===== src/common/lcdd_params.svh =====
// Build options, register map and timing constants of the segment LCD driver
`ifndef LCDD_PARAMS_SVH
`define LCDD_PARAMS_SVH

// Register indices; byte address is four times the index
`define LCDD_MEM_IDX     12'h090
`define LCDD_MEM_WORDS   12'h020
`define LCDD_SW_IDX      12'h0fb
`define LCDD_STAT_IDX    12'h100
`define LCDD_SW_BIT      3
`define LCDD_SW_RESET    1'b0
`define LCDD_RD_ZERO     32'h0000_0000

// Build options: duty code, half bias, DC pair mask (bit n = pins 2n, 2n+1)
`define LCDD_DUTY_BUILD  2'h0
`define LCDD_HALF_BIAS   1'b0
`define LCDD_DC_PAIRS    10'h000

// Source oscillator derived from the system clock
`define LCDD_CLK_HZ      25'd20000000
`define LCDD_OSC_HZ      25'd32768

// Oscillator periods per frame for each drive format
`define LCDD_FRAME_QUART 11'd1024
`define LCDD_FRAME_THIRD 11'd768
`define LCDD_FRAME_HALF  11'd1024
`define LCDD_FRAME_STAT  11'd1024

// Drive level codes on the pins
`define LCDD_LV_VDD      3'h0
`define LCDD_LV_L1       3'h1
`define LCDD_LV_L2       3'h2
`define LCDD_LV_L3       3'h3
`define LCDD_LV_VSS      3'h4

`endif


===== src/common/lcdd_pkg.sv =====
// Types shared by the segment LCD driver
package lcdd_pkg;
	typedef logic [2:0] lcdd_level_t;
	typedef enum logic [1:0] {
		LCDD_QUARTER = 2'h0,
		LCDD_THIRD   = 2'h1,
		LCDD_HALF    = 2'h2
	} lcdd_duty_t;
	typedef logic [4*3-1:0]  lcdd_com_bus_t;
	typedef logic [20*3-1:0] lcdd_seg_bus_t;
endpackage


===== src/rtl/lcdd_segment_driver.sv =====
// Segment LCD driver: display memory, drive switch, frame scan and pin levels
//
// Behaviour
// - Four common and twenty segment outputs drive up to eighty segments.
// - Duty is quarter by default, third or half as build option; 1/3 bias.
// - Half bias build option merges first and second levels into one.
// - Frames run 32 Hz in quarter/half duty and 42.7 Hz in third duty.
// - Quarter duty scans commons 0-3, third 0-2, half 0-1.
// - Drive switch bit 3 selects static drive; reads back, resets to 0.
// - Static frame lasts 1024 oscillator periods, 32 Hz.
// - Static drive treats data of all four common positions as valid.
// - Display memory is 32 write-only 4-bit words; reads return nothing.
// - Bit one lights its segment; memory is not cleared by reset.
// - Memory bit to segment and common mapping is fixed at build.
// - Pin pairs may be DC outputs showing their common 0 bit.
//
// The AHB-Lite slave port was chosen for this implementation.
`include "lcdd_params.svh"
`timescale 1ns/1ps
module lcdd_segment_driver (
	// Clock and reset
	input  wire logic                  clk_sys,
	input  wire logic                  resetn,
	// AHB-Lite slave
	input  wire logic                  hsel,
	input  wire logic [31:0]           haddr,
	input  wire logic [1:0]            htrans,
	input  wire logic                  hwrite,
	input  wire logic [2:0]            hsize,
	input  wire logic [31:0]           hwdata,
	input  wire logic                  hready,
	output logic                       hreadyout,
	output logic                       hresp,
	output logic [31:0]                hrdata,
	// Panel pins as level codes, three bits per pin
	output lcdd_pkg::lcdd_com_bus_t    common_outputs,
	output lcdd_pkg::lcdd_seg_bus_t    segment_outputs
);
	import lcdd_pkg::*;

	// Build mapping: word and bit of memory that feed segment s at common c
	function automatic int mapWord(input int s, input int c);
		mapWord = s;
	endfunction
	function automatic int mapBit(input int s, input int c);
		mapBit = c;
	endfunction

	lcdd_duty_t  duty;
	logic        halfBias;
	assign duty     = lcdd_duty_t'(`LCDD_DUTY_BUILD);
	assign halfBias = `LCDD_HALF_BIAS;

	// ---------------- Bus slave ----------------
	logic [3:0]  dmem [32];
	logic        staticSel_reg;
	logic        staticAct_reg;
	logic        wrPend_reg;
	logic [11:0] wrIdx_reg;
	logic [31:0] hrdata_reg;
	logic        hreadyout_reg;
	logic [1:0]  slot_reg;

	wire         accept   = hsel & htrans[1] & hready;
	wire         addrHigh = |haddr[31:14];
	wire  [11:0] aIdx     = haddr[13:2];
	wire  [11:0] memOff   = aIdx - `LCDD_MEM_IDX;
	wire         aMem     = !addrHigh && aIdx >= `LCDD_MEM_IDX
	                        && memOff < `LCDD_MEM_WORDS;
	wire         aSw      = !addrHigh && aIdx == `LCDD_SW_IDX;
	wire         aStat    = !addrHigh && aIdx == `LCDD_STAT_IDX;
	wire  [11:0] wrOff    = wrIdx_reg - `LCDD_MEM_IDX;
	wire         wrMem    = wrPend_reg && wrIdx_reg >= `LCDD_MEM_IDX
	                        && wrOff < `LCDD_MEM_WORDS;
	wire         wrSw     = wrPend_reg && wrIdx_reg == `LCDD_SW_IDX;

	// Read mux: memory and unmapped words read as zero
	logic [31:0] rdNext;
	always_comb begin
		rdNext = `LCDD_RD_ZERO;
		// switch read back
		// A write still in its data phase is forwarded so back-to-back reads see it
		if (aSw)
			rdNext[`LCDD_SW_BIT] = wrSw ? hwdata[`LCDD_SW_BIT] : staticSel_reg;
		if (aStat)
			rdNext[2:0] = {slot_reg, staticAct_reg};
		if (aMem)
			rdNext = `LCDD_RD_ZERO;
	end

	always_ff @(posedge clk_sys) begin
		if (!resetn) begin
			wrPend_reg    <= 1'b0;
			wrIdx_reg     <= 12'h000;
			hrdata_reg    <= `LCDD_RD_ZERO;
			hreadyout_reg <= 1'b0;
		end else begin
			hreadyout_reg <= 1'b1;
			wrPend_reg    <= accept & hwrite;
			if (accept)
				wrIdx_reg <= aIdx;
			if (accept && !hwrite)
				hrdata_reg <= rdNext;
		end
	end

	always_ff @(posedge clk_sys) begin
		if (!resetn)
			staticSel_reg <= `LCDD_SW_RESET;
		else if (wrSw)
			staticSel_reg <= hwdata[`LCDD_SW_BIT];
	end

	// write-only memory, left unreset on purpose
	always_ff @(posedge clk_sys) begin
		if (wrMem)
			dmem[wrOff[4:0]] <= hwdata[3:0];
	end

	assign hreadyout = hreadyout_reg;
	assign hresp     = 1'b0;
	assign hrdata    = hrdata_reg;

	// ---------------- Oscillator and frame timing ----------------
	// Fractional divider keeps the long-run oscillator rate exact
	logic [24:0] phase_reg;
	logic        oscTick_reg;
	wire  [24:0] phaseSum = phase_reg + `LCDD_OSC_HZ;
	wire         phaseWrap = phaseSum >= `LCDD_CLK_HZ;

	always_ff @(posedge clk_sys) begin
		if (!resetn) begin
			phase_reg   <= 25'h0000000;
			oscTick_reg <= 1'b0;
		end else begin
			oscTick_reg <= phaseWrap;
			phase_reg   <= phaseWrap ? phaseSum - `LCDD_CLK_HZ : phaseSum;
		end
	end

	// Slot count and frame length for the format in force
	logic [10:0] frameLen;
	logic [1:0]  lastSlot;
	always_comb begin
		frameLen = `LCDD_FRAME_QUART;
		lastSlot = 2'h3;
		if (staticAct_reg) begin
			frameLen = `LCDD_FRAME_STAT;
			lastSlot = 2'h0;
		end else begin
			unique case (duty)
				LCDD_QUARTER: begin
					frameLen = `LCDD_FRAME_QUART;
					lastSlot = 2'h3;
				end
				LCDD_THIRD: begin
					frameLen = `LCDD_FRAME_THIRD;
					lastSlot = 2'h2;
				end
				LCDD_HALF: begin
					frameLen = `LCDD_FRAME_HALF;
					lastSlot = 2'h1;
				end
				default: begin
					frameLen = `LCDD_FRAME_QUART;
					lastSlot = 2'h3;
				end
			endcase
		end
	end

	// Each slot splits in two halves of opposite polarity, keeping the cell DC free
	wire  [2:0]  slotCount = {1'b0, lastSlot} + 3'h1;
	wire  [10:0] halfLen   = frameLen / {7'h00, slotCount, 1'b0};
	logic [10:0] halfCnt_reg;
	logic        pol_reg;
	wire         halfEnd   = oscTick_reg && halfCnt_reg == halfLen - 11'h001;
	wire         frameEnd  = halfEnd && pol_reg && slot_reg == lastSlot;

	always_ff @(posedge clk_sys) begin
		if (!resetn) begin
			halfCnt_reg <= 11'h000;
			pol_reg     <= 1'b0;
			slot_reg    <= 2'h0;
		end else if (halfEnd) begin
			halfCnt_reg <= 11'h000;
			pol_reg     <= ~pol_reg;
			if (pol_reg)
				slot_reg <= (slot_reg == lastSlot) ? 2'h0 : slot_reg + 2'h1;
		end else if (oscTick_reg) begin
			halfCnt_reg <= halfCnt_reg + 11'h001;
		end
	end

	always_ff @(posedge clk_sys) begin
		if (!resetn)
			staticAct_reg <= `LCDD_SW_RESET;
		else if (frameEnd)
			staticAct_reg <= staticSel_reg;
	end

	// ---------------- Level selection ----------------
	// half bias merges intermediate levels
	wire  [2:0] lvMidHi = `LCDD_LV_L1;
	wire  [2:0] lvMidLo = halfBias ? `LCDD_LV_L1 : `LCDD_LV_L2;

	logic [4*3-1:0]  comNext;
	logic [20*3-1:0] segNext;
	logic [4*3-1:0]  com_reg;
	logic [20*3-1:0] seg_reg;

	genvar gc, gs;
	generate
		for (gc = 0; gc < 4; gc++) begin : g_com
			localparam logic [1:0] GIDX = 2'(gc);
			wire inUse = GIDX <= lastSlot;
			wire sel   = staticAct_reg || (inUse && slot_reg == GIDX);
			assign comNext[gc*3 +: 3] = sel ? (pol_reg ? `LCDD_LV_VDD : `LCDD_LV_L3)
			                                : (pol_reg ? lvMidLo : lvMidHi);
		end
		for (gs = 0; gs < 20; gs++) begin : g_seg
			localparam int W0 = mapWord(gs, 0);
			localparam int W1 = mapWord(gs, 1);
			localparam int W2 = mapWord(gs, 2);
			localparam int W3 = mapWord(gs, 3);
			localparam int B0 = mapBit(gs, 0);
			localparam int B1 = mapBit(gs, 1);
			localparam int B2 = mapBit(gs, 2);
			localparam int B3 = mapBit(gs, 3);
			wire [3:0] bits = {dmem[W3][B3], dmem[W2][B2], dmem[W1][B1], dmem[W0][B0]};
			// all four positions count in static drive
			wire on = staticAct_reg ? |bits : bits[slot_reg];
			wire [9:0] dc = `LCDD_DC_PAIRS >> (gs / 2);
			wire [2:0] scan = on ? (pol_reg ? `LCDD_LV_L3 : `LCDD_LV_VDD)
			                     : (pol_reg ? lvMidHi : lvMidLo);
			// DC pair shows common 0 bit
			assign segNext[gs*3 +: 3] = dc[0] ? (bits[0] ? `LCDD_LV_VDD : `LCDD_LV_VSS)
			                                  : scan;
		end
	endgenerate

	always_ff @(posedge clk_sys) begin
		if (!resetn) begin
			com_reg <= {4{`LCDD_LV_VDD}};
			seg_reg <= {20{`LCDD_LV_VDD}};
		end else begin
			com_reg <= comNext;
			seg_reg <= segNext;
		end
	end

	assign common_outputs  = com_reg;
	assign segment_outputs = seg_reg;
endmodule


===== config.mk =====
export PLATFORM = sky130hd
export DESIGN_NAME = lcdd_segment_driver
export DESIGN_NICKNAME = d
export VERILOG_FILES = /design/src/common/lcdd_pkg.sv /design/src/rtl/lcdd_segment_driver.sv
export VERILOG_INCLUDE_DIRS = /design/src /design/src/common
export SDC_FILE = /design/constraint.sdc
export NUM_CORES = 1
export LEC_CHECK = 0
export ABC_AREA = 1
export BUFFER_PORTS_ARGS = -buffer_cell sky130_fd_sc_hd__buf_2
export CAP_MARGIN = 40
export CELL_PAD_IN_SITES_DETAIL_PLACEMENT = 1
export CELL_PAD_IN_SITES_GLOBAL_PLACEMENT = 1
export CORE_MARGIN = 2
export CORE_UTILIZATION = 44
export DETAILED_ROUTE_END_ITERATION = 10
export GPL_TIMING_DRIVEN = 0
export PLACE_DENSITY_LB_ADDON = 0.1
export SLEW_MARGIN = 15
export SYNTH_ARGS = -nofsm -noshare
export SYNTH_HDL_FRONTEND = slang
export SYNTH_SLANG_ARGS = --single-unit

===== constraint.sdc =====
create_clock -name clk_sys -period 3.35 [get_ports clk_sys]
set_input_delay 0.335 -clock clk_sys [delete_from_list [all_inputs] [get_ports clk_sys]]
set_output_delay 0.335 -clock clk_sys [all_outputs]
set_load 0.1 [all_outputs]

==> results.md <==
- Status: finished clean
- Setup Buffers After CTS: 0
- Worst Skew: 7.38 ps
- Worst path cell trace: inv_1, ha_1, nand3_1, nor4_1, nand2_1, nor4_1, nand2_1, nor2_1
- Die W: 138 µm
- Initial Utilization: 0.445
- Synth Warn #: 0
- Worst Hold Depth: 3
- Fin. Hold Viols: 0
- Leakage power figure: 0.00399 µW
- Post-Layout Inst Area: 9430 µm²
- H-tree levels: 4
- Post-synth top cells: nor2_1, nand2_1, dfxtp_1
- Vias in the first global route: slightly below 7000
- RSZ-0062 raised after global routing: false
- Hold-fix buffers at CTS: 0
- Maxcap violations: 0
- Post-synthesis async set-or-reset flop share: 0
- Mean post-synth cell area: just under 9 µm²
- DP HPWL: 14700 µm
- Distinct cell type count after synthesis: 40
- Fill count: approximately 2100
- PwrDens: around 480 nW/µm²
- Reg power frac: 0.461
- Die area: approximately 19000 µm²
- #FFs+latches synth: 161
- Clock Tree Buf Depth: 2
- Register area: 4020 µm²
- Worst min-delay path class: in2reg
- Tot GR Track Use: 0.217
- Slew HR: 0.563
- WL/cell: 16.0 µm
- Final Cycle Share: 0.814
- Largest net degree at the start of global routing: 22
- Placed Area: 8860 µm²
- Initial antenna violation count: 0
- Hold wc startpoint: hwrite
- Syn-to-layout area delta: 19.3%
- CTS sink cnt: around 160
- Cell class contributing the biggest share of worst-path delay: simple AND/OR/NAND/NOR gates
- Area leader, netlist: edfxtp_1
- Sw Pwr: ~1400 µW
- Placer Congestion: a little over 0.8
- Critical Path Start Type: flip-flop
- Core area: roughly 18000 µm²
- Post-Synthesis Cells: 891
- Reg-to-reg slack, setup: around 620 ps
- Most used DFF post-synth: dfxtp_1
- Grt ovf: 0
- Drt drc: 0
- Slew of the pin with the lowest slew margin: roughly 650 ps
- R2R Path Start: wrIdx_reg[4]
- Layout cells sized above 1: 0.205
- Final Net Count: between 1000 and 1500
- EDFF count, synth: 80
- I/O Pins: 180
- Drt first pass iters: 8
- DR iter-0 viols: roughly 370
- Register-to-Register Path Depth: 8
- Final min period: 2730 ps
- Max incr delay on CP: 430 ps
- # diodes: 0
- WS Path Type: reg2reg
- Global-route wire length before repair: roughly 33000 µm
- Top cell type's share of synthesized area: 0.304
- Max reg flops: 80
- Final Util: 0.531
- Worst-Skew Late Latency: 440 ps
- Clock Power Share: 0.414
- WHS Endpoint: wrPend_reg
- Max Freq: between 300 and 400 MHz
- IR drop worst, VDD: about 360 µV
- Slew Limit Fails: 0
- Synth area leaders: edfxtp_1, dfxtp_1, buf_4, nor2_1, o21ai_0
- Post-DRT Antenna Nets: 0
- Vias: 6684
- Crit-path max FO: 6
- Cts repair resizes: 0
- Worst Path Required: approximately 3400 ps
- Clock root cell: clkbuf_16
- Mean number of vias per cell: 5.15
- Die Height: between 100 and 150 µm
- Reg-to-Reg End: dmem[1][3]
- Worst Setup SP: wrIdx_reg[4]
- Mapped cell area: ~7900 µm²
- P_int: between 3000 and 4000 µW
- Final WL: approximately 21000 µm
- Slowest cell on crit path: dfxtp_1
- Area of the multi-input gates: ~3100 µm²
- TritonCTS clock tree: done
- WP data arrival: between 2000 and 3000 ps
- CP endpoint kind: flip-flop
- Final setup fails: 0
- Reg clk slew, reported paths: roughly 70 ps
- TritonCTS buffer count: 17
- Count leader, synth: nor2_1
- Combinational share of power: 0.124
- Buffers plus inverters on the worst setup path: 1
- Core Rows: a little under 50
- Sw Ratio: 0.301
- Number of buffers inserted by port buffering: 92
- Seq/Total Area, Yosys: 0.509
- Setup TNS: 0 ps
[routing by layer]
metal | up-vias | wire [µm] | GRT usage
li1 | 3247 | - | -
met1 | 3179 | 8840 | 0.259
met2 | 225 | 10300 | 0.386
met3 | 33 | 1220 | 0.0478
met4 | 0 | 372 | 0.0789
met5 | - | 0 | 0
[kinds of logic (layout without fill, tap and decap cells)]
group	after synthesis	count (layout)	synth area share
buf+inv	176	301	0.120
simple gates	341	341	0.193
mux	1	1	0.00127
other cells	1	53	0.000474
compound gates	169	169	0.119
xor+xnor	19	19	0.0210
flops	161	161	0.509
fa+ha+maj	23	23	0.0364
[worst reg2reg max path, cell delays in order, from the launching register on]
cell     delay (ps)
dfxtp_1         430
inv_1           150
ha_1            310
nand3_1          80
nor4_1          190
nand2_1         100
nor4_1          390
nand2_1         330
nor2_1          410
[layout by cell type, fill, tap and decap left out, types with 41 or more instances in the layout]
cell type | netlist | layout
a21oi_1 | 59 | 59
buf_2 | 1 | 93
buf_4 | 72 | 72
conb_1 | 1 | 53
dfxtp_1 | 81 | 81
edfxtp_1 | 80 | 80
inv_1 | 68 | 68
nand2_1 | 89 | 89
nand3_1 | 41 | 41
nor2_1 | 144 | 144
o21ai_0 | 79 | 79
[area by class of cell]
class | instances | share of cell area
sequential | 161 | 0.427
multi-input combinational | 606 | 0.332
inverter | 70 | 0.0279
tap | 229 | 0.0304
timing repair buffer | 93 | 0.0500
clock inverter | 15 | 0.0154
buffer | 106 | 0.0726
clock buffer | 17 | 0.0451
[per-stage QoR]
step / instances / setup WS (ps) / power, µW / hold slack, ps
6_report: 1297 / 624 / 4540 / 137
5_1_grt: 1297 / 379 / 4680 / 136
4_1_cts: 1297 / 616 / 4560 / 126
3_5_place_dp: 1265 / 683 / 2700 / 459
3_3_place_gp: 1264 / 878 / 2700 / 451
2_1_floorplan: 943 / 1340 / 2610 / 363
[worst max path at each step]
stage / end / slack (ps) / cells after the start
floorplan: segment_outputs[12] / 1340 / 1
global placement: dmem[1][0] / 880 / 8
detailed placement: dmem[1][3] / 680 / 8
CTS: dmem[1][3] / 620 / 8
global route: dmem[0][0] / 380 / 8
finish: dmem[1][3] / 620 / 8
[power groups by stage]
stage	Clock, µW	Sequential (µW)	Combinational [µW]
6_report	1880	2100	564
5_1_grt	1980	2100	594
4_1_cts	1900	2100	563
3_5_place_dp	0	2140	561
3_3_place_gp	0	2140	556
2_1_floorplan	0	2210	395
Note: power is estimated with default switching activity, not from simulation.
